$ cat src/rtl/cbsc_regs.svh
// Offsets, reset values, write masks and bus constants of the clock buffer configuration bank
`ifndef CBSC_REGS_SVH
`define CBSC_REGS_SVH
`define CBSC_OFF_CTRL0 7'h00
`define CBSC_OFF_OE 7'h01
`define CBSC_OFF_STOPSEL 7'h02
`define CBSC_OFF_RSVD3 7'h03
`define CBSC_OFF_ID 7'h04
`define CBSC_OFF_RSVD5 7'h05
`define CBSC_RST_CTRL0 8'h07
`define CBSC_RST_OE 8'hff
`define CBSC_RST_STOPSEL 8'h00
`define CBSC_RST_RSVD 8'h00
`define CBSC_WMASK_CTRL0 8'hc7
`define CBSC_WMASK_OE 8'h66
`define CBSC_WMASK_STOPSEL 8'h66
`define CBSC_BIT_PD_MODE 7
`define CBSC_BIT_STOP_MODE 6
`define CBSC_BIT_BW 2
`define CBSC_BIT_PLL 1
`define CBSC_BIT_RATE 0
`define CBSC_SLAVE_ADDR 7'h6e
`define CBSC_BYTE_OP 3'b100
`define CBSC_BLOCK_COUNT 8'h06
`define CBSC_STRAP_WAIT 2'h3
`endif

$ cat src/rtl/cbsc_pkg.sv
// Types shared by the clock buffer configuration bank
package cbsc_pkg;
    typedef enum logic [2:0] {CBSC_IDLE, CBSC_ADDR, CBSC_CMD, CBSC_WDATA, CBSC_ACK, CBSC_RDATA, CBSC_RACK} cbsc_state_t;
    typedef struct packed {
        logic pd_tristate;
        logic stop_tristate;
        logic bw_low;
        logic pll_mode;
        logic full_rate;
        logic [3:0] run;
        logic [3:0] stoppable;
        logic power_down;
        logic output_stop;
    } cbsc_cfg_t;
endpackage

$ cat src/rtl/cbsc_config_regs.sv
// SMBus configuration register bank of a differential clock buffer
`timescale 1ns/1ps
`include "cbsc_regs.svh"

// Functional notes
// - Byte write acknowledged after address, command, data.
// - Byte read uses repeated start, host nacks.
// - Command 1xxxxxxx is byte op, offset bits 6:0.
// - Ctrl0 bit7 power-down tri-state mode, reset 0.
// - Ctrl0 bit6 stop tri-state mode, reset 0.
// - Ctrl0 bit2 low bandwidth select, reset 1.
// - Ctrl0 bit1 PLL mode select, reset 1.
// - Ctrl0 bit0 full rate select, reset 1.
// - Enable register bits 6,5,2,1 enable outputs.
// - Stop select bits mark outputs stoppable.
// - Reserved bits keep their reset values.
// - Identification byte: revision high, vendor low.
// - Polarity strap sampled on the first three clocks after each reset, then held.
// - Strap inverts power-down, stop, enable polarity.
// - Responds to address 6Eh, supports block transfers.
// - All registers load defaults at reset.
// - Outputs 1 and 6 run only if bit and pin enable; outputs 2 and 5 follow the bit alone.
module cbsc_config_regs
    import cbsc_pkg::*;
#(
    parameter logic [3:0] REVISION = 4'h2,  // Arbitrary value
    parameter logic [3:0] VENDOR = 4'h5     // Arbitrary value
)(
    input wire logic i_clk,
    input wire logic i_rst,
    input wire logic i_scl,
    input wire logic i_sda,
    output logic o_sda_out,
    output logic o_sda_oe,
    input wire logic i_polarity_strap,
    input wire logic i_power_down_input,
    input wire logic i_output_stop_input,
    input wire logic i_oe_pin_one,
    input wire logic i_oe_pin_six,
    output cbsc_cfg_t o_cfg
);
    // ==========================================================
    // Input synchronisers
    logic [6:0] sync1_q, sync2_q;
    logic scl_p_q, sda_p_q;
    always_ff @(posedge i_clk or posedge i_rst)
    begin
        if (i_rst)
        begin
            sync1_q <= 7'h03;
            sync2_q <= 7'h03;
            scl_p_q <= 1'b1;
            sda_p_q <= 1'b1;
        end
        else
        begin
            sync1_q <= {i_oe_pin_six, i_oe_pin_one, i_output_stop_input, i_power_down_input,
                        i_polarity_strap, i_scl, i_sda};
            sync2_q <= sync1_q;
            scl_p_q <= sync2_q[1];
            sda_p_q <= sync2_q[0];
        end
    end
    logic sda_s, scl_s, rise, fall, start_ev, stop_ev;
    assign sda_s = sync2_q[0];
    assign scl_s = sync2_q[1];
    assign rise = scl_s & ~scl_p_q;
    assign fall = ~scl_s & scl_p_q;
    assign start_ev = scl_s & scl_p_q & sda_p_q & ~sda_s;
    assign stop_ev = scl_s & scl_p_q & ~sda_p_q & sda_s;

    // ==========================================================
    // Register helpers
    function automatic logic [7:0] merge(input logic [7:0] old, input logic [7:0] val, input logic [7:0] mask);
        merge = (old & ~mask) | (val & mask);
    endfunction
    logic [7:0] ctrl0_q, oe_q, stopsel_q;
    function automatic logic [7:0] read_reg(input logic [6:0] off);
        case (off)
            `CBSC_OFF_CTRL0: read_reg = ctrl0_q;
            `CBSC_OFF_OE: read_reg = oe_q;
            `CBSC_OFF_STOPSEL: read_reg = stopsel_q;
            `CBSC_OFF_ID: read_reg = {REVISION, VENDOR};
            default: read_reg = `CBSC_RST_RSVD;
        endcase
    endfunction

    // ==========================================================
    // SMBus slave
    cbsc_state_t st_q, st_d, nxt_q, nxt_d;
    logic [2:0] bit_q, bit_d;
    logic [7:0] sh_q, sh_d, ctrl0_d, oe_d, stopsel_d, byte_in, tx;
    logic [6:0] ptr_q, ptr_d;
    logic block_q, block_d, first_q, first_d, drv_q, drv_d;
    assign byte_in = {sh_q[6:0], sda_s};
    always_comb
    begin
        st_d = st_q;
        nxt_d = nxt_q;
        bit_d = bit_q;
        sh_d = sh_q;
        ptr_d = ptr_q;
        block_d = block_q;
        first_d = first_q;
        drv_d = drv_q;
        ctrl0_d = ctrl0_q;
        oe_d = oe_q;
        stopsel_d = stopsel_q;
        tx = read_reg(ptr_q);
        if (start_ev)
        begin
            st_d = CBSC_ADDR;
            bit_d = 3'h0;
            drv_d = 1'b0;
        end
        else if (stop_ev)
        begin
            st_d = CBSC_IDLE;
            drv_d = 1'b0;
        end
        else
        begin
            case (st_q)
                CBSC_ADDR, CBSC_CMD, CBSC_WDATA:
                begin
                    if (rise)
                    begin
                        sh_d = byte_in;
                        bit_d = bit_q + 3'h1;
                        if (bit_q == 3'h7)
                        begin
                            st_d = CBSC_ACK;
                            if (st_q == CBSC_ADDR)
                            begin
                                if (byte_in[7:1] != `CBSC_SLAVE_ADDR)
                                    st_d = CBSC_IDLE;
                                nxt_d = byte_in[0] ? CBSC_RDATA : CBSC_CMD;
                            end
                            else if (st_q == CBSC_CMD)
                            begin
                                nxt_d = CBSC_WDATA;
                                block_d = ~byte_in[7];
                                first_d = ~byte_in[7];
                                ptr_d = byte_in[7] ? byte_in[6:0] : 7'h00;
                            end
                            else
                            begin
                                nxt_d = CBSC_WDATA;
                                if (block_q && first_q)
                                    first_d = 1'b0;
                                else
                                begin
                                    ptr_d = ptr_q + 7'h01;
                                    // Masked merge leaves reserved bits at reset value
                                    if (ptr_q == `CBSC_OFF_CTRL0)
                                        ctrl0_d = merge(ctrl0_q, byte_in, `CBSC_WMASK_CTRL0);
                                    if (ptr_q == `CBSC_OFF_OE)
                                        oe_d = merge(oe_q, byte_in, `CBSC_WMASK_OE);
                                    if (ptr_q == `CBSC_OFF_STOPSEL)
                                        stopsel_d = merge(stopsel_q, byte_in, `CBSC_WMASK_STOPSEL);
                                end
                            end
                        end
                    end
                end
                CBSC_ACK:
                begin
                    if (fall)
                    begin
                        if (!drv_d)
                            drv_d = 1'b1;
                        else
                        begin
                            drv_d = 1'b0;
                            st_d = nxt_q;
                            bit_d = 3'h0;
                            if (nxt_q == CBSC_RDATA)
                            begin
                                if (block_q && first_q)
                                begin
                                    tx = `CBSC_BLOCK_COUNT;
                                    first_d = 1'b0;
                                end
                                else
                                    ptr_d = ptr_q + 7'h01;
                                sh_d = tx;
                                drv_d = ~tx[7];
                            end
                        end
                    end
                end
                CBSC_RDATA:
                begin
                    if (fall)
                    begin
                        if (bit_q == 3'h7)
                        begin
                            drv_d = 1'b0;
                            bit_d = 3'h0;
                            st_d = CBSC_RACK;
                        end
                        else
                        begin
                            bit_d = bit_q + 3'h1;
                            sh_d = {sh_q[6:0], 1'b0};
                            drv_d = ~sh_q[6];
                        end
                    end
                end
                CBSC_RACK:
                begin
                    if (rise)
                    begin
                        if (sda_s)
                            st_d = CBSC_IDLE;
                        else
                            bit_d = 3'h1;
                    end
                    else if (fall && bit_q == 3'h1)
                    begin
                        st_d = CBSC_RDATA;
                        bit_d = 3'h0;
                        ptr_d = ptr_q + 7'h01;
                        sh_d = tx;
                        drv_d = ~tx[7];
                    end
                end
                default: st_d = CBSC_IDLE;
            endcase
        end
    end
    always_ff @(posedge i_clk or posedge i_rst)
    begin
        if (i_rst)
        begin
            st_q <= CBSC_IDLE;
            nxt_q <= CBSC_IDLE;
            bit_q <= 3'h0;
            sh_q <= 8'h00;
            ptr_q <= 7'h00;
            block_q <= 1'b0;
            first_q <= 1'b0;
            drv_q <= 1'b0;
            ctrl0_q <= `CBSC_RST_CTRL0;
            oe_q <= `CBSC_RST_OE;
            stopsel_q <= `CBSC_RST_STOPSEL;
        end
        else
        begin
            st_q <= st_d;
            nxt_q <= nxt_d;
            bit_q <= bit_d;
            sh_q <= sh_d;
            ptr_q <= ptr_d;
            block_q <= block_d;
            first_q <= first_d;
            drv_q <= drv_d;
            ctrl0_q <= ctrl0_d;
            oe_q <= oe_d;
            stopsel_q <= stopsel_d;
        end
    end
    assign o_sda_out = 1'b0;
    assign o_sda_oe = drv_q;

    // ==========================================================
    // Strap capture and pin polarity
    logic [1:0] wait_q, wait_d;
    logic strap_q, strap_d, pin_one_on, pin_six_on;
    cbsc_cfg_t cfg_d;
    always_comb
    begin
        wait_d = wait_q;
        strap_d = strap_q;
        if (wait_q != `CBSC_STRAP_WAIT)
        begin
            wait_d = wait_q + 2'h1;
            strap_d = sync2_q[2];
        end
        pin_one_on = sync2_q[5] ^ strap_q;
        pin_six_on = sync2_q[6] ^ strap_q;
        cfg_d.pd_tristate = ctrl0_q[`CBSC_BIT_PD_MODE];
        cfg_d.stop_tristate = ctrl0_q[`CBSC_BIT_STOP_MODE];
        cfg_d.bw_low = ctrl0_q[`CBSC_BIT_BW];
        cfg_d.pll_mode = ctrl0_q[`CBSC_BIT_PLL];
        cfg_d.full_rate = ctrl0_q[`CBSC_BIT_RATE];
        cfg_d.run = {oe_q[6] & pin_six_on, oe_q[5], oe_q[2], oe_q[1] & pin_one_on};
        cfg_d.stoppable = {stopsel_q[6], stopsel_q[5], stopsel_q[2], stopsel_q[1]};
        cfg_d.power_down = sync2_q[3] ~^ strap_q;
        cfg_d.output_stop = sync2_q[4] ~^ strap_q;
    end
    always_ff @(posedge i_clk or posedge i_rst)
    begin
        if (i_rst)
        begin
            wait_q <= 2'h0;
            strap_q <= 1'b0;
            o_cfg <= '0;
        end
        else
        begin
            wait_q <= wait_d;
            strap_q <= strap_d;
            o_cfg <= cfg_d;
        end
    end

    // ==========================================================
    // Checks
    start_addr_a: assert property (@(posedge i_clk) disable iff (i_rst) start_ev |=> st_q == CBSC_ADDR)
        else $error("start not seen");
    stop_release_a: assert property (@(posedge i_clk) disable iff (i_rst) stop_ev |=> !o_sda_oe)
        else $error("sda held after stop");
    byte_offset_a: assert property (@(posedge i_clk) disable iff (i_rst)
        (st_q == CBSC_CMD && rise && bit_q == 3'h7 && !start_ev && !stop_ev && byte_in[7])
        |=> ptr_q == $past(byte_in[6:0]))
        else $error("byte offset wrong");
    rsvd_bits_a: assert property (@(posedge i_clk) disable iff (i_rst)
        (oe_q | `CBSC_WMASK_OE) == 8'hff && (ctrl0_q & ~`CBSC_WMASK_CTRL0) == 8'h00
        && (stopsel_q & ~`CBSC_WMASK_STOPSEL) == 8'h00)
        else $error("reserved bit changed");
    strap_hold_a: assert property (@(posedge i_clk) disable iff (i_rst) wait_q == `CBSC_STRAP_WAIT |=> $stable(strap_q))
        else $error("strap resampled");
    pd_polarity_a: assert property (@(posedge i_clk) disable iff (i_rst)
        !$past(i_rst) |-> o_cfg.power_down == ($past(sync2_q[3]) ~^ $past(strap_q)))
        else $error("power down polarity");
    run_gate_a: assert property (@(posedge i_clk) disable iff (i_rst)
        !$past(i_rst) |-> o_cfg.run[0] == $past(oe_q[1] & pin_one_on))
        else $error("output runs while disabled");
    ctrl_map_a: assert property (@(posedge i_clk) disable iff (i_rst)
        !$past(i_rst) |-> o_cfg.pd_tristate == $past(ctrl0_q[7]) && o_cfg.full_rate == $past(ctrl0_q[0]))
        else $error("control bit mapping");
    addr_nack_a: assert property (@(posedge i_clk) disable iff (i_rst)
        (st_q == CBSC_ADDR && rise && bit_q == 3'h7 && !start_ev && !stop_ev
        && byte_in[7:1] != `CBSC_SLAVE_ADDR) |=> st_q == CBSC_IDLE ##1 !o_sda_oe)
        else $error("foreign address acknowledged");
endmodule // cbsc_config_regs

$ cat config.mk
export PLATFORM = sky130hd
export DESIGN_NAME = cbsc_config_regs
export DESIGN_NICKNAME = d
export VERILOG_FILES = /design/src/rtl/cbsc_pkg.sv /design/src/rtl/cbsc_config_regs.sv
export VERILOG_INCLUDE_DIRS = /design/src /design/src/rtl
export SDC_FILE = /design/constraint.sdc
export NUM_CORES = 1
export LEC_CHECK = 0
export BUFFER_PORTS_ARGS = -buffer_cell sky130_fd_sc_hd__buf_2
export CAP_MARGIN = 5
export CORE_UTILIZATION = 55
export DETAILED_ROUTE_END_ITERATION = 8
export MAX_ROUTING_LAYER = met4
export PLACE_DENSITY_LB_ADDON = 0.25
export SYNTH_ARGS = -nofsm -noshare
export SYNTH_HDL_FRONTEND = slang
export SYNTH_SLANG_ARGS = --single-unit
$ cat constraint.sdc
create_clock -name i_clk -period 3.82 [get_ports i_clk]
set_input_delay 0.955 -clock i_clk [delete_from_list [all_inputs] [get_ports i_clk]]
set_output_delay 0.955 -clock i_clk [all_outputs]
set_load 0.01 [all_outputs]
### Yosys cells after proc, flatten, opt, wreduce, memory -nomap -nowiden

Index checks and enable logic that the tools add are counted.

* logic and storage cells: 193
* register bits: 84
* input bits: 9
* output and inout bits: 17

* mux-type cells: 75
* eq/ne operators: 41
* $add $sub $neg: 3
* bitwise gates (word level): 28
* reductions and logical operators: 20

Operators with widths (count)
* 2-to-1 mux 7 bit: 19
* 2-to-1 mux 3 bit: 25
* 2-to-1 mux 8 bit: 7
* inequality test 4 bit (second input constant): 10
* AND reduction 9 bit: 4
* one-hot mux 8 bit (4 select lines): 1
* one-hot mux 7 bit (4 select lines): 1
* inequality test 2 bit (second input constant): 12
* one-hot mux 3 bit (4 select lines): 2
* AND reduction 11 bit: 2
* one-hot mux 7 bit (3 select lines): 1
* 2-to-1 mux 1 bit: 17
* OR 8 x 7 -> 8 bit: 2
* AND reduction 8 bit: 2
* equality test 3 bit (second input constant): 5
* inequality test 3 bit (second input constant): 4
* inverter 1 bit: 12
* inequality test 5 bit (second input constant): 2
* AND reduction 5 bit: 2
* nonzero test 5 bit: 2
* AND 1 bit: 9
* OR 6 x 8 -> 8 bit: 1
* adder 7 x 1 -> 7 bit (second input constant): 1
* equality test 7 x 1 -> 1 bit (second input constant): 1
* other kinds (18): 23

### Logic depth before layout (Yosys ltp)

Gate-level depths: netlist of run 1.

* word-level depth: 16
* mapped depth: 8
* depth with buffers taken out: 7

### Worst setup path before layout of run 1

Ideal clock, no wire load.

* kind: register -> register
* start point: register scl_p_q
* end point: register bit_q[0]
* required time: 3.699 ns
* buffers on the path: 1
* arrival time: 1.794 ns
* library setup time: 0.121 ns
* stages on the path, launching flop included: 7
* period minus slack after synthesis: 1.915 ns
* setup slack: 1.905 ns
* cells stage by stage: dfstp_2 buf_2 nand3b_1 o31ai_1 nor2_1 a221o_1 a22o_1

* longest elaborated chain between the ends: 6
* elaborated cells between the ends (all ways): 22
* classes of those cells: eq/ne: 7; mux: 4; bitwise: 8; reduce/logical: 3

Ends and longest elaborated chain
* from (decl): line cbsc_config_regs.sv:45 `logic scl_p_q, sda_p_q;`
* from (signal assigned): line cbsc_config_regs.sv:60 `scl_p_q <= sync2_q[1];`
* parallel branches: the longest is 6 deep, another holds AND reduction 8 bit
* to (signal assigned): line cbsc_config_regs.sv:252 `bit_q <= bit_d;`
* to (decl): line cbsc_config_regs.sv:91 `logic [2:0] bit_q, bit_d;`

Several ways; the timed one is not identified. The select of a mux whose other input is x is not followed.
A chain may end at the register's enable or synchronous reset.

### Worst setup path in the final report of run 1

* start point: register st_q[1]
* end point: register ptr_q[6]

* longest elaborated chain between the ends: 6
* elaborated cells between the ends (all ways): 21
* classes of those cells: eq/ne: 13; mux: 5; reduce/logical: 3

Ends and longest elaborated chain
* from (decl): line cbsc_config_regs.sv:90 `cbsc_state_t st_q, st_d, nxt_q, nxt_d;`
* from (signal assigned): line cbsc_config_regs.sv:250 `st_q <= st_d;`
* equality test 3 x 2 -> 1 bit: line cbsc_config_regs.sv:123, cbsc_config_regs.sv:139
* 2-to-1 mux 7 bit: line cbsc_config_regs.sv:139 `else if (st_q == CBSC_CMD)`
* 2-to-1 mux 7 bit: line cbsc_config_regs.sv:133 `if (st_q == CBSC_ADDR)`
* 2-to-1 mux 7 bit: line cbsc_config_regs.sv:130 `if (bit_q == 3'h7)`
* 2-to-1 mux 7 bit: line cbsc_config_regs.sv:126 `if (rise)`
* one-hot mux 7 bit (3 select lines): line cbsc_config_regs.sv:123 `case (st_q)`
* to (signal assigned): line cbsc_config_regs.sv:254 `ptr_q <= ptr_d;`
* to (decl): line cbsc_config_regs.sv:93 `logic [6:0] ptr_q, ptr_d;`

Several ways; a longest one is shown, not always the timed one. The select of a mux whose other input is x is not followed.

==> results of run 1 <==
## routing by layer
layer,vias to the layer above,wire (µm),GRT usage
met3,11,337,0.05440
met1,1333,3570,0.3307
li1,1292,-,-
met5,-,0,-
met4,0,131,0.08937
met2,74,3650,0.3747
## kinds of logic (layout without fill, tap and decap cells)
| kind of cell | Yosys count | count (layout) | synth area share |
|---|---|---|---|
| AOI/OAI and AO/OA | 98 | 98 | 0.1863 |
| muxes | 24 | 24 | 0.07252 |
| DFF | 73 | 73 | 0.5015 |
| buffers and inverters | 28 | 50 | 0.03405 |
| and+or+nand+nor | 103 | 103 | 0.1583 |
| adders and majority gates | 8 | 8 | 0.02724 |
| other | 1 | 1 | 0.001020 |
| xor gates and xnor gates | 8 | 8 | 0.01907 |
## registers in the layout, indices dropped and copies added, names as in the netlist, 2 cells and up
register   cells
o_cfg         15
ptr_q          7
sh_q           7
sync1_q        7
sync2_q        7
ctrl0_q        5
oe_q           4
stopsel_q      4
bit_q          3
nxt_q          3
st_q           3
wait_q         2
## layout by cell type (no fill, tap or decap), drive strengths merged, types with 4 or more instances in the layout
| cell | n |
|---|---|
| nor2 | 25 |
| dfstp | 13 |
| ha | 8 |
| clkbuf | 9 |
| and3 | 5 |
| nand2b | 8 |
| dfrtp | 60 |
| nand3b | 6 |
| o21ai | 21 |
| and2 | 4 |
| a22o | 7 |
| inv | 11 |
| xnor2 | 5 |
| o31ai | 5 |
| mux2 | 21 |
| a21boi | 6 |
| o22ai | 5 |
| nor3 | 4 |
| nand2 | 23 |
| nand3 | 9 |
| nor2b | 4 |
| buf | 27 |
| a21oi | 21 |
## worst max-delay path, delay by kind of cell, from the launching register on
kind / cells / cell delay [ns]
simple gates: 1 / 0.59
flops: 1 / 0.71
compound gates: 4 / 1.08
## metrics by stage
stage	utilization	instance area (µm²)	setup slack, ns	power (W)	hold WS, ns
final	0.6299	4023	1.335	0.001805	0.3535
after global routing	0.6299	4023	1.108	0.001884	0.3623
after CTS	0.6299	4023	1.363	0.001811	0.3561
after detailed placement	0.5974	3815	1.386	0.001172	0.3347
after global placement	0.5974	3815	1.437	0.001164	0.3318
after floorplan	-	3675	1.033	0.001100	0.3312
## power groups by stage
stage	clock network, W	logic [W]	registers (W)
floorplan	0	0.000226	0.000874
global placement	0	0.000249	0.000915
detailed placement	0	0.000253	0.000919
CTS	0.000652	0.000255	0.000903
global route	0.000686	0.000283	0.000916
finish	0.000645	0.000254	0.000906
## area by class of cell
class,instances,area [µm²],share of cell area
flip-flops and latches,73,1843,0.4582
multi-input cells,242,1707,0.4243
repair buffers,27,142.6,0.03546
clock buffers,9,123.9,0.03079
well taps,77,96.34,0.02395
clock inverters,7,83.83,0.02084
inverters,7,26.28,0.006532
## path summary, 6_finish.rpt
kind                             from    endpoint  slack (ns)  cells past startpoint
max in group asynchronous       i_rst     oe_q[2]        2.25                      3
min reg2reg                sync1_q[3]  sync2_q[3]        0.35                      0
min in group asynchronous       i_rst    o_sda_oe        0.76                      2
max reg2reg                   st_q[1]    ptr_q[6]        1.34                      5
min                        sync1_q[3]  sync2_q[3]        0.35                      0
max                           st_q[1]    ptr_q[6]        1.34                      5
==> out/summary.txt, run 1 <==
clock net sink count = 73
Gate Count Post-Synth = 343
number of levels the H-tree was split into = 3
most instantiated cells after synthesis = dfrtp_1 (60), nor2_1 (25), mux2_2 (21)
number of non-filler instances in the completed layout = 442
Post-Place Cells = 426
data arrival time of the critical path = 2.73 ns
layout net count = 377
cells resized by post-CTS repair = 0
Slew Limit Headroom = 0.4243
total global-route track usage = 0.2476
proportion of netlist area held by the largest area contributor = 0.4086
minimum clock period after layout = 2.485 ns
aggregate routed wire length = 7689 µm
number of distinct library cells after synthesis = 66
main flop type after synthesis = dfrtp_1
critical path's slowest cell = dfrtp_1
Worst-Margin Slew = 0.8635 ns
initial antenna violation count = 0
wire length of the first global-routing pass = 13240 µm
vias post-DR = 2710
Peak VDD IR = 383.9 µV
buffer count from post-CTS setup fixing = 0
initial cell density of the core = 0.5754
share of total power in combinational logic = 0.141
# Max-Cap Violations = 0
sequence of cells on the critical path = or3b_2 > o21ai_1 > o2111a_1 > o21ai_0 > a22o_1
clock tree from TritonCTS = yes
CTS Hold Buffers Added = 0
kind of path behind the tightest hold check = reg2reg
most frequent cell after synthesis = dfrtp_1
max incr delay on CP = 0.71 ns
synthesized area per cell = 10.71 µm²
number of optimization iterations in the first detailed-route pass = 5
clock skew after layout = 0.01476 ns
Longest Clk Path Bufs = 2
combined area of all synthesized cells = 3675 µm²
number of enable flip-flop cells after synthesis = 0
count of nets left with antenna violations after detail routing = 0
number of global-route vias before repair = 2668
count of endpoints failing setup in the final report = 0
core outline area = 6386 µm²
Fillers = 537
largest driver fanout on the critical path = 33
endpoint kind of the worst setup timing path = flop
input/output buffers = 24
fin crit share = 0.6505
pin count of the biggest net entering global routing = 43
clock transition at the register clock pins on the worst setup and hold paths after CTS = 0.09 ns
average wire per cell in the routed design = 17.40 µm
setup repair after global routing missed its margin = false
final weighted congestion in routability-driven placement = 0.8898
drt via density = 6.131
net switching share of the total power = 0.3101
count of boundary I/O pins = 26
number of clock buffers inserted by TritonCTS = 9
achievable clock frequency = 402.5 MHz
Die Wd = 83.74 µm
detailed placement HPWL = 5318 µm
Layout Area Growth over Synthesis = 9.466%
post-route DRC violation count = 0
type of the worst setup path = reg2reg
worst skew pair latency = 0.36 ns
kind of start point of the critical path = flop
Warnings, synthesis = 0
floorplan die area = 7012 µm²
endpoint required time on the critical path = 4.07 ns
share of synthesized area occupied by flip-flops and latches = 0.5015
reported net switching power = 0.0005597 W
remaining global-route overflow = 0
FP Rows = 29
net count after synthesis = 360
run status = finished clean
Iteration-0 DRC Markers = 134
Synth async-reset ratio = 1.000
cell types with the largest area share after synthesis = dfrtp_1 (41%), dfstp_2 (9.3%), mux2_2 (6.4%), a21oi_1 (2.7%), ha_1 (2.7%)
root buf cell = clkbuf_8
clock group share of total power = 0.358
total negative setup slack = 0 ns
diode count = 0
leak pwr = 1.782 nW
internal power = 0.001245 W
Power Density = 448.7 nW/µm²
Slew Limit Fails = 0
Die H = 83.74 µm
Hold Violations, Final = 0
Flop pwr share = 0.502
fraction of layout instances using a drive strength above 1 = 0.2466
largest area contributor in the netlist = dfrtp_1
register bit count reported by yosys = 73
(Power assumes the default switching activity.)
==> run 2: changes to the inputs <==
==> constraint.sdc (replaced) <==
create_clock -name i_clk -period 2.6 [get_ports i_clk]
set_input_delay 0.65 -clock i_clk [delete_from_list [all_inputs] [get_ports i_clk]]
set_output_delay 0.65 -clock i_clk [all_outputs]
set_load 0.01 [all_outputs]
==> run 2 against run 1 <==
Effect of this change: die area unchanged; clock skew down 0.0033 ns; combinational power up 50%; critical path depth unchanged; sequential cell count unchanged.
==> out/summary.txt, run 2 (synthesis results as in run 1) <==
floorplan die area = 7012 µm²
Slew Limit Headroom = 0.6648
worst slack, placed = 0.3912 ns
CTS Hold Buffers Added = 0
critical register-to-register path endpoint = ptr_q[1]
remaining global-route overflow = 0
leak pwr = 1.802 nW
# Max-Cap Violations = 0
final weighted congestion in routability-driven placement = 0.9688
Slew Limit Fails = 0
kind of cell with the highest combined delay on the critical path = compound AO/OA/AOI/OAI gates
Iteration-0 DRC Markers = 203
clock skew after layout = 0.01148 ns
fin crit share = 0.8756
number of clock buffers inserted by TritonCTS = 9
number of cell instances on the worst register-to-register path = 5
number of optimization iterations in the first detailed-route pass = 4
run status = finished clean
data arrival time of the critical path = 2.51 ns
count of nets left with antenna violations after detail routing = 0
internal power = 0.001817 W
average wire per cell in the routed design = 18.42 µm
Crit. Startpoint = st_q[0]
kind of start point of the critical path = flop
cells resized by post-CTS repair = 0
Layout Area Growth over Synthesis = 10.49%
layout net count = 382
number of levels the H-tree was split into = 3
detailed placement HPWL = 5642 µm
input/output buffers = 24
reported net switching power = 0.0007891 W
Flop pwr share = 0.511
Die Wd = 83.74 µm
leading cell types in the layout, fill and taps excluded = dfrtp_1 (60), nor2_1 (25), buf_2 (24)
utilization after layout = 0.6358
minimum clock period after layout = 2.277 ns
buffer count from post-CTS setup fixing = 0
achievable clock frequency = 439.3 MHz
Longest Clk Path Bufs = 2
net switching share of the total power = 0.3028
Die H = 83.74 µm
FP Rows = 29
critical path's slowest cell = dfrtp_1
max reg flops = 15
total global-route track usage = 0.2585
most flop-heavy register = o_cfg
initial cell density of the core = 0.5754
most frequent standard cell in the layout excluding fill and tap cells = dfrtp_1
Worst-Margin Slew = 0.4965 ns
diode count = 0
share of total power in combinational logic = 0.146
clock transition at the register clock pins on the worst setup and hold paths after CTS = 0.09 ns
post-route DRC violation count = 0
FF-to-FF Start = st_q[0]
count of boundary I/O pins = 26
Placed Area = 3865 µm²
fraction of layout instances using a drive strength above 1 = 0.2541
aggregate routed wire length = 8234 µm
number of global-route vias before repair = 2771
sequence of cells on the critical path = or3b_2 > o21ai_1 > o2111a_1 > nand2b_1 > a22o_1
clock group share of total power = 0.342
clock tree from TritonCTS = yes
Power Density = 641.8 nW/µm²
root buf cell = clkbuf_8
drt via density = 6.177
max incr delay on CP = 0.54 ns
post-layout instance area = 4060 µm²
initial antenna violation count = 0
kind of path behind the tightest hold check = in2async
wire length of the first global-routing pass = 13720 µm
setup repair after global routing missed its margin = false
crit path setup slack, layout = 0.3234 ns
Peak VDD IR = 414.3 µV
type of the worst setup path = reg2reg
largest driver fanout on the critical path = 16
WP buf/inv = 0
endpoint kind of the worst setup timing path = flop
vias post-DR = 2761
core outline area = 6386 µm²
clock net sink count = 73
total negative setup slack = 0 ns
pin count of the biggest net entering global routing = 74
worst hold-check slack = 0.3554 ns
WP depth = 5
endpoint required time on the critical path = 2.84 ns
Hold Violations, Final = 0
register-to-register path setup slack = 0.32 ns
count of endpoints failing setup in the final report = 0
worst skew pair latency = 0.35 ns
==> run 2: final cells by class <==
type	instances	area, µm²
clock buffers	10	127.6
well taps	77	96.34
fillers	522	2326
inverters	7	26.28
clock inverters	6	67.56
flip-flops and latches	73	1843
repair buffers	32	192.7
multi-input cells	242	1707
==> run 2: stage by stage <==
step | cells | total power (W)
floorplan | 343 | 0.001617
global placement | 431 | 0.001714
detailed placement | 431 | 0.001725
CTS | 447 | 0.002613
global route | 447 | 0.002715
finish | 447 | 0.002606
==> run 2: worst reg2reg max path: stages, from the launching register on <==
cell and delay (ns):
dfrtp_1 0.54, or3b_2 0.51, o21ai_1 0.18, o2111a_1 0.49, nand2b_1 0.19, a22o_1 0.26
==> run 2: per-layer routing <==
metal	global-route usage	wire [µm]
met5	-	0
met4	0.1310	146
met3	0.03956	337
met2	0.4043	4103
met1	0.3287	3646
==> run 2: how the worst max path moves through the flow <==
| stage | slack (ns) | to |
|---|---|---|
| 4_1_cts | 0.34 | ptr_q[1] |
| 3_5_place_dp | 0.39 | ptr_q[1] |
| 6_report | 0.32 | ptr_q[1] |
| 5_1_grt | 0.14 | ptr_q[1] |
| 3_3_place_gp | 0.45 | ptr_q[2] |
| 2_1_floorplan | 0.12 | bit_q[0] |
==> run 2: power by group through the flow <==
stage / Sequential, W / Combinational (W) / Clock (W)
final: 0.00133 / 0.000381 / 0.000892
after floorplan: 0.00128 / 0.000332 / 0
after global routing: 0.00135 / 0.000423 / 0.000946
after global placement: 0.00135 / 0.000368 / 0
after CTS: 0.00133 / 0.000381 / 0.000903
after detailed placement: 0.00135 / 0.000374 / 0
==> run 3: changes to the inputs <==
--- a/config.mk
+++ b/config.mk
@@ -12,6 +12,8 @@
 export DETAILED_ROUTE_END_ITERATION = 8
 export MAX_ROUTING_LAYER = met4
 export PLACE_DENSITY_LB_ADDON = 0.25
+export REMOVE_ABC_BUFFERS = 1
+export SLEW_MARGIN = 20
 export SYNTH_ARGS = -nofsm -noshare
 export SYNTH_HDL_FRONTEND = slang
 export SYNTH_SLANG_ARGS = --single-unit
==> run 3 against run 2 <==
Effect of this change: clock power grew 11%; core utilization grew 0.49 points; critical endpoint unchanged; routed wire length shrank 5.3%; clock skew shrank 0.0031 ns; worst hold slack lost 0.0057 ns; count of clock-buffer cells in the layout is the same; die area is the same; sequential share of layout area shrank 0.35 points; first-iteration DRC count grew 24%; highest routed layer unchanged.
==> out/summary.txt, run 3 (synthesis results as in run 1) <==
Peak VDD IR = 552.6 µV
floorplan die area = 7012 µm²
critical register-to-register path endpoint = ptr_q[1]
pin count of the biggest net entering global routing = 74
detailed placement HPWL = 5293 µm
max incr delay on CP = 0.54 ns
Crit. Startpoint = st_q[0]
utilization after layout = 0.6407
count of nets left with antenna violations after detail routing = 0
aggregate routed wire length = 7801 µm
clock net sink count = 73
setup repair after global routing missed its margin = false
initial antenna violation count = 0
FF-to-FF Start = st_q[0]
critical path's slowest cell = dfrtp_1
leading cell types in the layout, fill and taps excluded = dfrtp_1 (60), nor2_1 (25), buf_2 (24)
Fillers = 506
number of clock buffers inserted by TritonCTS = 9
sequence of cells on the critical path = or3b_2 > o21ai_1 > o2111a_1 > nand2b_1 > a22o_1
fin crit share = 0.8634
kind of start point of the critical path = flop
post-route DRC violation count = 0
number of optimization iterations in the first detailed-route pass = 5
average wire per cell in the routed design = 17.41 µm
most flop-heavy register = o_cfg
Iteration-0 DRC Markers = 251
fraction of layout instances using a drive strength above 1 = 0.2561
kind of path behind the tightest hold check = reg2reg
# Max-Cap Violations = 0
register-to-register path setup slack = 0.36 ns
total global-route track usage = 0.2479
input/output buffers = 24
total negative setup slack = 0 ns
most frequent standard cell in the layout excluding fill and tap cells = dfrtp_1
CTS Hold Buffers Added = 0
remaining global-route overflow = 0
layout net count = 383
max reg flops = 15
run status = finished clean
kind of cell with the highest combined delay on the critical path = compound AO/OA/AOI/OAI gates
Power Density = 658.5 nW/µm²
number of levels the H-tree was split into = 3
Die H = 83.74 µm
WP buf/inv = 0
initial cell density of the core = 0.5754
minimum clock period after layout = 2.245 ns
final weighted congestion in routability-driven placement = 0.9429
vias post-DR = 2792
largest driver fanout on the critical path = 15
type of the worst setup path = reg2reg
clock skew after layout = 0.008369 ns
Slew Limit Headroom = 0.6616
root buf cell = clkbuf_8
number of cell instances on the worst register-to-register path = 5
Die Wd = 83.74 µm
buffer count from post-CTS setup fixing = 0
worst skew pair latency = 0.35 ns
Slew Limit Fails = 0
cells resized by post-CTS repair = 0
data arrival time of the critical path = 2.49 ns
core outline area = 6386 µm²
clock tree from TritonCTS = yes
drt via density = 6.232
number of global-route vias before repair = 2674
count of endpoints failing setup in the final report = 0
count of boundary I/O pins = 26
Hold EP = sync2_q[6]
clock transition at the register clock pins on the worst setup and hold paths after CTS = 0.08 ns
leak pwr = 1.823 nW
endpoint kind of the worst setup timing path = flop
achievable clock frequency = 445.5 MHz
Worst-Margin Slew = 0.5058 ns
Hold Violations, Final = 0
number of stages on the worst hold path = 0
FP Rows = 29
Layout Area Growth over Synthesis = 11.34%
diode count = 0
wire length of the first global-routing pass = 13300 µm
endpoint required time on the critical path = 2.84 ns
HP Start = sync1_q[6]
Longest Clk Path Bufs = 2
==> run 3: metal layers <==
metal	wire length, µm	GRT usage
met1	3472	0.3366
met2	3766	0.3755
met3	431	0.03858
met4	131	0.1002
met5	0	-
==> run 3: worst max-delay path by stage <==
stage	endpoint	depth (start not counted)
5_1_grt	ptr_q[6]	5
6_report	ptr_q[1]	5
3_5_place_dp	ptr_q[1]	5
4_1_cts	ptr_q[1]	5
3_3_place_gp	ptr_q[6]	5
2_1_floorplan	bit_q[0]	1
==> run 3: power by group <==
group	switching, W	internal [W]	total, W
Sequential	0.000121	0.00121	0.00133
Clock	0.000445	0.000546	0.000991
Combinational	0.000214	0.000158	0.000372
==> run 3: per-stage QoR <==
step	instances	worst slack (ns)	hold WS (ns)	power, W	cell area (µm²)
finish	448	0.3551	0.3497	0.002694	4091
global route	448	0.1933	0.3596	0.002816	4091
CTS	448	0.4018	0.3508	0.002707	4091
detailed placement	432	0.4171	0.3372	0.001721	3872
global placement	432	0.4483	0.3330	0.001712	3872
floorplan	322	0.1182	0.3312	0.001593	3576
==> run 3: layout make-up <==
class                   instances  area (µm²)  area share
multi-input cells             242        1707      0.4171
inverters                       7       26.28    0.006422
clock inverters                 6       91.34     0.02232
clock buffers                  10       127.6     0.03119
flip-flops and latches         73        1843      0.4505
repair buffers                 33       200.2     0.04893
well taps                      77       96.34     0.02355
